==> src/rtl/ivag_pkg.sv <==
// Function
// RULE1: each vector entry is four consecutive bytes
// RULE2: accepted interrupt branches to its entry's address
// RULE3: low byte at lowest entry address
// RULE4: fixed table spans FFFDC to FFFFF
// RULE5: undefined opcode trap uses entry FFFDC
// RULE6: overflow trap uses entry FFFE0
// RULE7: break uses FFFE4, relocatable zero if FF
// RULE8: address match FFFE8, pin NMI FFFF8, reset FFFFC
// RULE9: watchdog, oscillation, low voltage share FFFF0
// RULE10: single step and debugger vectors reserved
// RULE11: fixed entry high byte goes to ID check
// RULE12: relocatable table is 256 bytes from base
// RULE13: even base fetches faster than odd base
// RULE14: relocatable entry n at base plus 4n
// RULE15: relocatable numbers 1 to 13 fixed sources
// RULE16: bus collision uses relocatable number 10
// RULE17: base timer and I2C lines share number 7
// RULE18: relocatable addresses relative to table base
// RULE19: branch target is vector's lower 20 bits
// RULE20: shared sources yield the same entry address
package ivag_pkg;

  localparam int ADDR_W      = 20;
  localparam int DATA_W      = 16;
  localparam int NUM_W       = 6;
  localparam int KIND_W      = 4;
  localparam int VEC_BYTES   = 4;   // [RULE1]
  localparam int RELOC_BYTES = 256; // [RULE12]

  // ****************************************************************
  // fixed vector entry start addresses and table end
  // ****************************************************************
  localparam logic [19:0] FIX_UNDEF_OPCODE = 20'hF_FFDC; // [RULE4] [RULE5]
  localparam logic [19:0] FIX_OVERFLOW     = 20'hF_FFE0; // [RULE6]
  localparam logic [19:0] FIX_BREAK        = 20'hF_FFE4; // [RULE7]
  localparam logic [19:0] FIX_ADDR_MATCH   = 20'hF_FFE8; // [RULE8]
  localparam logic [19:0] FIX_SINGLE_STEP  = 20'hF_FFEC; // [RULE10]
  localparam logic [19:0] FIX_WATCHDOG     = 20'hF_FFF0; // [RULE9]
  localparam logic [19:0] FIX_DEBUG_BREAK  = 20'hF_FFF4; // [RULE10]
  localparam logic [19:0] FIX_NMI_PIN      = 20'hF_FFF8; // [RULE8]
  localparam logic [19:0] FIX_RESET        = 20'hF_FFFC; // [RULE8]
  localparam logic [19:0] FIX_TABLE_END    = 20'hF_FFFF; // [RULE4]

  localparam logic [7:0] BREAK_REDIRECT_BYTE = 8'hFF; // [RULE7]

  // ****************************************************************
  // request kinds
  // ****************************************************************
  localparam logic [3:0] KIND_UNDEF_OPCODE = 4'h0;
  localparam logic [3:0] KIND_OVERFLOW     = 4'h1;
  localparam logic [3:0] KIND_BREAK        = 4'h2;
  localparam logic [3:0] KIND_ADDR_MATCH   = 4'h3;
  localparam logic [3:0] KIND_SINGLE_STEP  = 4'h4;
  localparam logic [3:0] KIND_WATCHDOG     = 4'h5;
  localparam logic [3:0] KIND_OSC_STOP     = 4'h6;
  localparam logic [3:0] KIND_LOW_VOLTAGE  = 4'h7;
  localparam logic [3:0] KIND_DEBUG_BREAK  = 4'h8;
  localparam logic [3:0] KIND_NMI_PIN      = 4'h9;
  localparam logic [3:0] KIND_RESET        = 4'hA;
  localparam logic [3:0] KIND_RELOCATABLE  = 4'hB;

  // ****************************************************************
  // relocatable entry numbers
  // ****************************************************************
  localparam logic [5:0] NUM_BREAK_INSTR        = 6'h00; // [RULE14]
  localparam logic [5:0] NUM_BUSCTL_WAKEUP      = 6'h01; // [RULE15]
  localparam logic [5:0] NUM_BUSCTL_RX_DONE     = 6'h02;
  localparam logic [5:0] NUM_BUSCTL_TX_DONE     = 6'h03;
  localparam logic [5:0] NUM_EXT_INPUT3         = 6'h04;
  localparam logic [5:0] NUM_CAPCMP_0           = 6'h05;
  localparam logic [5:0] NUM_CAPCMP_1_I2C       = 6'h06; // [RULE20]
  localparam logic [5:0] NUM_CAPCMP_BASE_I2C_LN = 6'h07; // [RULE17] [RULE20]
  localparam logic [5:0] NUM_SERIAL4_EXT5       = 6'h08; // [RULE20]
  localparam logic [5:0] NUM_SERIAL3_EXT4       = 6'h09; // [RULE20]
  localparam logic [5:0] NUM_UART2_COLLISION    = 6'h0A; // [RULE16]
  localparam logic [5:0] NUM_DMA_CHANNEL_ZERO   = 6'h0B;
  localparam logic [5:0] NUM_DMA_CHANNEL_ONE    = 6'h0C;
  localparam logic [5:0] NUM_BUSCTL_STATE_ERR   = 6'h0D; // [RULE15]

  typedef enum logic [0:0] {
    IVAG_IDLE,
    IVAG_READ
  } ivag_state_t;

endpackage : ivag_pkg

==> src/rtl/ivag_top.sv <==
`timescale 1ns/100ps
`default_nettype none
module ivag_top (
  input  wire logic        clk_sys_i,
  input  wire logic        srst_i,
  input  wire logic        req_valid_i,
  input  wire logic [3:0]  req_kind_i,
  input  wire logic [5:0]  req_num_i,
  input  wire logic [19:0] vector_table_base_i,
  input  wire logic        mem_ack_i,
  input  wire logic [15:0] mem_rdata_i,
  output logic             busy_o,
  output logic             mem_rd_o,
  output logic             mem_word_o,
  output logic [19:0]      mem_addr_o,
  output logic [19:0]      entry_addr_o,
  output logic [19:0]      target_o,
  output logic             target_valid_o,
  output logic [7:0]       id_byte_o,
  output logic             id_valid_o
);

  // ****************************************************************
  // state
  // ****************************************************************
  ivag_pkg::ivag_state_t state_r;
  logic                  busy_r;
  logic                  mem_rd_r;
  logic                  mem_word_r;
  logic [19:0]           mem_addr_r;
  logic [19:0]           entry_r;
  logic [3:0]            kind_r;
  logic                  fixed_r;
  logic [1:0]            idx_r;
  logic [31:0]           vec_r;
  logic [19:0]           target_r;
  logic                  target_valid_r;
  logic [7:0]            id_byte_r;
  logic                  id_valid_r;

  logic                  take;
  logic [19:0]           entry_nxt;
  logic [31:0]           vec_nxt;
  logic [2:0]            idx_nxt;
  logic                  last;
  logic                  brk_redirect;

  assign take = (state_r == ivag_pkg::IVAG_IDLE) && req_valid_i;

  // ****************************************************************
  // entry address decode
  // ****************************************************************
  // shared sources decode to one entry; software finds the cause
  always_comb begin
    case (req_kind_i)
      ivag_pkg::KIND_UNDEF_OPCODE: entry_nxt = ivag_pkg::FIX_UNDEF_OPCODE; // [RULE5]
      ivag_pkg::KIND_OVERFLOW:     entry_nxt = ivag_pkg::FIX_OVERFLOW;     // [RULE6]
      ivag_pkg::KIND_BREAK:        entry_nxt = ivag_pkg::FIX_BREAK;        // [RULE7]
      ivag_pkg::KIND_ADDR_MATCH:   entry_nxt = ivag_pkg::FIX_ADDR_MATCH;   // [RULE8]
      ivag_pkg::KIND_SINGLE_STEP:  entry_nxt = ivag_pkg::FIX_SINGLE_STEP;
      ivag_pkg::KIND_WATCHDOG,
      ivag_pkg::KIND_OSC_STOP,
      ivag_pkg::KIND_LOW_VOLTAGE:  entry_nxt = ivag_pkg::FIX_WATCHDOG;     // [RULE9] [RULE20]
      ivag_pkg::KIND_DEBUG_BREAK:  entry_nxt = ivag_pkg::FIX_DEBUG_BREAK;
      ivag_pkg::KIND_NMI_PIN:      entry_nxt = ivag_pkg::FIX_NMI_PIN;      // [RULE8]
      ivag_pkg::KIND_RESET:        entry_nxt = ivag_pkg::FIX_RESET;        // [RULE8]
      // 6-bit number times four keeps the offset inside 256 bytes
      default:                     entry_nxt = 20'(vector_table_base_i + {12'h000, req_num_i, 2'b00}); // [RULE12] [RULE14] [RULE18]
    endcase
  end

  // ****************************************************************
  // byte assembly, little endian
  // ****************************************************************
  always_comb begin
    vec_nxt = vec_r;
    if (mem_word_r) begin
      case (idx_r)
        2'd0:    vec_nxt[15:0]  = mem_rdata_i; // [RULE3]
        default: vec_nxt[31:16] = mem_rdata_i;
      endcase
    end else begin
      case (idx_r)
        2'd0:    vec_nxt[7:0]   = mem_rdata_i[7:0]; // [RULE3]
        2'd1:    vec_nxt[15:8]  = mem_rdata_i[7:0];
        2'd2:    vec_nxt[23:16] = mem_rdata_i[7:0];
        default: vec_nxt[31:24] = mem_rdata_i[7:0];
      endcase
    end
  end

  // odd entries fall back to four byte reads, hence the slower sequence
  assign idx_nxt = {1'b0, idx_r} + (mem_word_r ? 3'd2 : 3'd1); // [RULE13]
  assign last    = (idx_nxt == 3'(ivag_pkg::VEC_BYTES));        // [RULE1]

  // byte at FFFE7 is the high byte of the fixed break entry
  assign brk_redirect = fixed_r && (kind_r == ivag_pkg::KIND_BREAK) &&
                        (vec_nxt[31:24] == ivag_pkg::BREAK_REDIRECT_BYTE); // [RULE7]

  // ****************************************************************
  // fetch sequencer
  // ****************************************************************
  always_ff @(posedge clk_sys_i) begin
    if (srst_i) begin
      state_r    <= ivag_pkg::IVAG_IDLE;
      busy_r     <= 1'b0;
      mem_rd_r   <= 1'b0;
      mem_word_r <= 1'b0;
      mem_addr_r <= 20'h0_0000;
      entry_r    <= 20'h0_0000;
      kind_r     <= 4'h0;
      fixed_r    <= 1'b0;
      idx_r      <= 2'd0;
    end else begin
      case (state_r)
        ivag_pkg::IVAG_IDLE: begin
          if (req_valid_i) begin
            entry_r    <= entry_nxt;
            mem_addr_r <= entry_nxt;
            mem_word_r <= ~entry_nxt[0]; // [RULE13]
            kind_r     <= req_kind_i;
            fixed_r    <= (req_kind_i < ivag_pkg::KIND_RELOCATABLE);
            idx_r      <= 2'd0;
            mem_rd_r   <= 1'b1;
            busy_r     <= 1'b1;
            state_r    <= ivag_pkg::IVAG_READ;
          end
        end
        ivag_pkg::IVAG_READ: begin
          if (mem_ack_i) begin
            if (last && brk_redirect) begin
              // restart on relocatable entry zero, base plus nothing
              entry_r    <= vector_table_base_i;   // [RULE7] [RULE14]
              mem_addr_r <= vector_table_base_i;
              mem_word_r <= ~vector_table_base_i[0];
              fixed_r    <= 1'b0;
              idx_r      <= 2'd0;
            end else if (last) begin
              mem_rd_r <= 1'b0;
              busy_r   <= 1'b0;
              state_r  <= ivag_pkg::IVAG_IDLE;
            end else begin
              idx_r      <= idx_nxt[1:0];
              mem_addr_r <= 20'(entry_r + {17'h0_0000, idx_nxt}); // [RULE1]
            end
          end
        end
        default: state_r <= ivag_pkg::IVAG_IDLE;
      endcase
    end
  end

  always_ff @(posedge clk_sys_i) begin
    if (srst_i) begin
      vec_r <= 32'h0000_0000;
    end else if (take) begin
      vec_r <= 32'h0000_0000;
    end else if ((state_r == ivag_pkg::IVAG_READ) && mem_ack_i) begin
      vec_r <= vec_nxt;
    end
  end

  // ****************************************************************
  // results
  // ****************************************************************
  always_ff @(posedge clk_sys_i) begin
    if (srst_i) begin
      target_r       <= 20'h0_0000;
      target_valid_r <= 1'b0;
    end else begin
      target_valid_r <= 1'b0;
      if ((state_r == ivag_pkg::IVAG_READ) && mem_ack_i && last && !brk_redirect) begin
        target_r       <= vec_nxt[19:0]; // [RULE2] [RULE19]
        target_valid_r <= 1'b1;
      end
    end
  end

  always_ff @(posedge clk_sys_i) begin
    if (srst_i) begin
      id_byte_r  <= 8'h00;
      id_valid_r <= 1'b0;
    end else begin
      id_valid_r <= 1'b0;
      if ((state_r == ivag_pkg::IVAG_READ) && mem_ack_i && last && fixed_r) begin
        id_byte_r  <= vec_nxt[31:24]; // [RULE11]
        id_valid_r <= 1'b1;
      end
    end
  end

  assign busy_o         = busy_r;
  assign mem_rd_o       = mem_rd_r;
  assign mem_word_o     = mem_word_r;
  assign mem_addr_o     = mem_addr_r;
  assign entry_addr_o   = entry_r;
  assign target_o       = target_r;
  assign target_valid_o = target_valid_r;
  assign id_byte_o      = id_byte_r;
  assign id_valid_o     = id_valid_r;
endmodule : ivag_top
`default_nettype wire

==> config.mk <==
export PLATFORM = sky130hd
export DESIGN_NAME = ivag_top
export DESIGN_NICKNAME = d
export VERILOG_FILES = /design/src/rtl/ivag_pkg.sv /design/src/rtl/ivag_top.sv
export SDC_FILE = /design/constraint.sdc
export NUM_CORES = 1
export LEC_CHECK = 0
export BUFFER_PORTS_ARGS = -buffer_cell sky130_fd_sc_hd__buf_2
export CELL_PAD_IN_SITES_DETAIL_PLACEMENT = 2
export CELL_PAD_IN_SITES_GLOBAL_PLACEMENT = 2
export CORE_MARGIN = 2
export CORE_UTILIZATION = 29
export DETAILED_ROUTE_END_ITERATION = 12
export PLACE_DENSITY = 0.79
export SETUP_SLACK_MARGIN = 0.1
export SKIP_CTS_REPAIR_TIMING = 1
export SYNTH_ARGS = -nofsm -noshare
export SYNTH_HDL_FRONTEND = slang
export SYNTH_SLANG_ARGS = --single-unit
==> constraint.sdc <==
create_clock -name clk_sys_i -period 3.2 [get_ports clk_sys_i]
set_clock_uncertainty 0.1 [all_clocks]
set_input_delay 0.48 -clock clk_sys_i [delete_from_list [all_inputs] [get_ports clk_sys_i]]
set_output_delay 0.48 -clock clk_sys_i [all_outputs]
set_load 0.01 [all_outputs]
== Yosys cells after proc, flatten, opt, wreduce, memory -nomap -nowiden ==
Index checks and enable logic that the tools add are counted.
Storage, ports and cells
  bits in registers: 108
  word-level logic and storage cells: 101
  output and inout bits: 73
  input port bits: 50
Cells by class
  add/sub/neg operators: 3
  equality and inequality tests: 21
  bitwise gates (word level): 3
  mux-type cells: 42
  order comparisons: 1
  reductions and logical operators: 18
Operators with widths (count)
  20-bit one-hot mux with 9 select lines: 1
  20-bit 2-to-1 mux: 6
  20-bit one-hot mux with 2 select lines: 2
  16-bit 2-to-1 mux: 2
  32-bit 2-to-1 mux: 1
  8-bit 2-to-1 mux: 4
  20-bit by 3-bit adder with 20-bit output: 1
  20-bit by 8-bit adder with 20-bit output: 1
  4-bit by 3-bit == test with 1-bit output, second input constant: 4
  1-bit 2-to-1 mux: 16
  4-bit by 2-bit == test with 1-bit output, second input constant: 3
  4-bit == test, second input constant: 3
  2-bit 2-to-1 mux: 5
  8-bit == test, second input constant: 1
  1-bit logical AND: 8
  1-bit one-hot mux with 2 select lines: 4
  2-bit != test, second input constant: 3
  3-bit AND reduction: 2
  3-bit OR reduction: 2
  4-bit by 1-bit == test with 1-bit output, second input constant: 1
  4-bit logical NOT: 1
  4-bit < comparator, second input constant: 1
  2-bit by 1-bit != test with 1-bit output, second input constant: 2
  2-bit one-hot mux with 2 select lines: 1
  other kinds (11): 13

== Longest topological paths before layout ==
  depth after elaboration: 10
  gate-level depth with buffers: 13
  gate-level depth less buffers: 10

== Worst setup path after synthesis ==
Ideal clock, no wire load.
  path kind: flip-flop to flip-flop
  from: reg mem_word_r, in the netlist mem_word_o
  to: reg mem_addr_r[1], in the netlist mem_addr_o[1]
  required time: 3009 ps
  period minus slack after synthesis: 3580 ps
  slack: -380 ps
  path buffers: 4
  data arrival time: 3389 ps
  library setup time: 91 ps
  stages on the path, launching flop included: 13
  cell sequence: dfxtp_1 buf_2 buf_4 inv_2 clkbuf_1 ha_1 fa_1 or3b_2 nor3_2 and4_1 buf_6 mux2_2 a311oi_1
Between the ends
  word-level cells in the longest chain between the ends: 7
RTL lines
  from (decl): RTL line ivag_top.sv:29  | logic mem_word_r;
  from (signal assigned): RTL line ivag_top.sv:120  | mem_word_r <= ~entry_nxt[0];
  from (signal assigned): RTL line ivag_top.sv:135  | mem_word_r <= ~vector_table_base_i[0];
  2-bit 2-to-1 mux / 32-bit 2-to-1 mux (equally long branches): RTL line ivag_top.sv:93, ivag_top.sv:77
  2-bit by 2-bit adder with 3-bit output / 8-bit == test (equally long branches): RTL line ivag_top.sv:93, ivag_top.sv:98
  20-bit by 3-bit adder with 20-bit output (tied with other cells): RTL line ivag_top.sv:144  | mem_addr_r <= 20'(entry_r + {17'h0_0000, idx_nxt});
  20-bit 2-to-1 mux / 1-bit logical AND (equally long branches): RTL line ivag_top.sv:138, ivag_top.sv:131
  20-bit 2-to-1 mux: RTL line ivag_top.sv:131  | if (last && brk_redirect) begin
  20-bit 2-to-1 mux: RTL line ivag_top.sv:130  | if (mem_ack_i) begin
  20-bit one-hot mux with 2 select lines: RTL line ivag_top.sv:115  | case (state_r)
  to (signal assigned): RTL line ivag_top.sv:119  | mem_addr_r <= entry_nxt;
  to (signal assigned): RTL line ivag_top.sv:134  | mem_addr_r <= vector_table_base_i;
  to (signal assigned): RTL line ivag_top.sv:144
  to (decl): RTL line ivag_top.sv:30  | logic [19:0] mem_addr_r;
Several ways; a longest one is shown, not always the timed one. The select of a mux whose other input is x is not followed.
A chain may end at the register's enable or synchronous reset.

== Final worst setup path ==
  from: reg mem_word_r, in the netlist mem_word_o
  to: reg mem_addr_r[16], in the netlist mem_addr_o[16]
Same word-level chain as after synthesis.

==> results.tsv <==
metric	value	unit
outcome	finished, final reports clean	
Synth Register Bits	108	
number of top-level pins	123	
Final Total Pwr	3.35	mW
number of max-cap violations	0	
sw frac	32.3	%
wire length on met3	1090	um
largest cells by area after synthesis	dfxtp_1, nand2_1, a21oi_1, mux2i_1, nand3_1	
Max-slew headroom	41.3	%
Synthesis Warnings	0	
Final WS setup	122	ps
worst skew pair latency	370	ps
P_leak	3.05	nW
share of layout cells above drive strength 1	22.2	%
syn nets	878	
RSZ-0062 raised after global routing	true	
Placed Area	7360	um2
worst vdd ir	0.000193	V
Die W	153	um
Syn Inst Count	815	
Hold Violations, Final	0	
critical path data arrival time	3230	ps
worst hold path class	input port to flop	
via count	6907	
area share of the leading cell type in the synthesized netlist	33.8	%
Routed Antenna Nets	0	
critical path buffer and inverter count	1	
vias per inst	5.75	
CP cell instances	inv_4 -> ha_4 -> fa_2 -> fa_1 -> a21oi_4 -> nor4_4 -> nand2_1 -> o21ai_0 -> nor4b_2 -> o32ai_1	
Rows	54	
WL/cell	22.1	um
clock buffer depth	2	
Worst Path Required	3360	ps
mapped cell area	6410	um2
Post-synth EDFFs	0	
met2 WL	13200	um
Area Overhead vs Synth	21.0	%
Final min period	3080	ps
fin crit share	96.2	%
post-layout util	35.6	%
dpl ws	149	ps
CTS tree	yes	
cts bufs inserted	9	
number of DRC markers in iteration 0	374	
Max FO, Critical Path	6	
clock slew seen by the registers of the worst setup and hold paths	90	ps
Antenna Cells	0	
DRT Pass-1 Iters	5	
Max H-tree Level	3	
highest attainable clock frequency	0.325	GHz
final instance area	7750	um2
vias in the first global route	7330	
CTS Root Cell	clkbuf_16	
largest net degree at the start of global routing	56	
mean area per synthesized cell	7.86	um2
Critical Path Start Type	flop	
Finished Layout Cells	1202	
Die Footprint	23300	um2
Pwr Density	433	nW/um2
CP peak stage delay	640	ps
Final #Nets	980	
CP top delay family	adder cells	
synth unique cells	74	
CTS Sinks	108	
WL met1	11900	um
TNS Setup	0	ps
Psw	1.08	mW
setup violators final	0	
power share of the combinational group	19.2	%
dpl hpwl	19200	um
Max Used Layer	met4	
part of the power in the clock network	36.8	%
Flop pwr share	44.0	%
Final GP Congestion	0.858	
final slew viol count	0	
drt drc	0	
GRT Overall Usage	22.3	%
Port Buffers	122	
Seq/Total Area, Yosys	33.8	%
worst hold slack	315	ps
async set or reset register ratio after synthesis	0	%
worst slew pin tran	856	ps
placed cell count	1185	
CP Class	flop to flop	
initial antenna violation count	0	
largest area contributor in the netlist	dfxtp_1	
CP endpoint kind	flop	
CORE AREA	21800	um2
Internal	2.27	mW
Initial Util	29.4	%
dominant synthesized flop cell	dfxtp_1	
highest-delay cell along the critical path	fa_2	
Total Wirelength	26600	um
Die Ht	153	um
GRT overflow	0	
global-route wire length before repair	41400	um
## routing by layer
layer	track usage, %	vias to the layer above
li1	-	3205
met1	28.8	3483
met2	39.3	189
met3	2.42	30
met4	6.61	0
met5	0	-
## registers in the layout, indices dropped and copies added (netlist names)
signal and count:
entry_addr_o 20, fixed_r 1, id_byte_o 8, id_valid_o 1, idx_r 2, kind_r 4
mem_addr_o 20, mem_rd_o 1, mem_word_o 1, state_r 1, target_o 20, target_valid_o 1
vec_r 28
## power groups by stage
stage	clock network (mW)	logic, mW	registers [mW]
3_5_place_dp	0	0.633	1.51
4_1_cts	1.26	0.638	1.47
3_3_place_gp	0	0.614	1.50
6_report	1.23	0.643	1.48
2_1_floorplan	0	0.369	1.50
5_1_grt	1.31	0.706	1.48
## cell usage in the layout (no fill, tap or decap), drive strengths merged, types with 8 or more instances in the layout
| cell type | Yosys | layout |
|---|---|---|
| a211oi | 12 | 12 |
| a21oi | 93 | 93 |
| a311oi | 12 | 12 |
| and4 | 9 | 9 |
| buf | 22 | 157 |
| clkbuf | 45 | 10 |
| dfxtp | 108 | 108 |
| ha | 10 | 10 |
| inv | 21 | 25 |
| mux2i | 23 | 23 |
| nand2 | 123 | 123 |
| nand3 | 36 | 36 |
| nand4 | 15 | 15 |
| nand4b | 8 | 8 |
| nor2 | 45 | 45 |
| nor3 | 25 | 25 |
| o211ai | 22 | 22 |
| o21ai | 31 | 31 |
| o22ai | 9 | 9 |
| o31ai | 12 | 12 |
| o32ai | 15 | 15 |
| xnor2 | 9 | 9 |
| xor2 | 13 | 13 |
## path summary, 6_finish.rpt
check                          start                          end  slack (ps)  cells past startpoint
max          mem_word_o$_SDFFE_PP0P_  mem_addr_o[16]$_SDFFE_PP0P_         120                     10
min                   mem_rdata_i[4]        vec_r[4]$_SDFFE_PP0P_         310                      3
max reg2reg  mem_word_o$_SDFFE_PP0P_  mem_addr_o[16]$_SDFFE_PP0P_         120                     10
min reg2reg   kind_r[1]$_SDFFE_PP0P_       kind_r[1]$_SDFFE_PP0P_         360                      2
## worst register-to-register path, stage by stage, from the launching register on
cell     delay (ps)
dfxtp_4         390
inv_4            40
ha_4            150
fa_2            640
fa_1            290
a21oi_4         130
nor4_4          320
nand2_1         180
o21ai_0         270
nor4b_2         330
o32ai_1         140
## cell type report
type / instances / area, um2
clock inverters: 7 / 90.1
flip-flops and latches: 108 / 2170
inverters: 21 / 81.3
multi-input cells: 619 / 3930
well taps: 280 / 350
repair buffers: 158 / 911
clock buffers: 9 / 225
fillers: 2550 / 14000
## synthesized netlist by cell type (10+ instances only)
cell type	count
inv_1	19
nand4_1	14
a311oi_1	11
o211ai_1	21
xor2_1	13
nor3_1	23
nand3_1	36
a211oi_1	12
mux2i_1	23
o31ai_1	12
nand2_1	123
dfxtp_1	108
clkbuf_1	44
nor2_1	45
o21ai_0	27
a21oi_1	91
o32ai_1	15
ha_1	10
## logic make-up after synthesis
kind of cell | count (synthesis) | synth area share [%]
compound gates | 248 | 25.8
fa+ha+maj | 14 | 3.07
buf+inv | 88 | 6.31
xor+xnor | 22 | 3.01
simple gates | 309 | 24.0
flops | 108 | 33.7
mux | 26 | 4.12
Power figures use the tool's default switching activity.
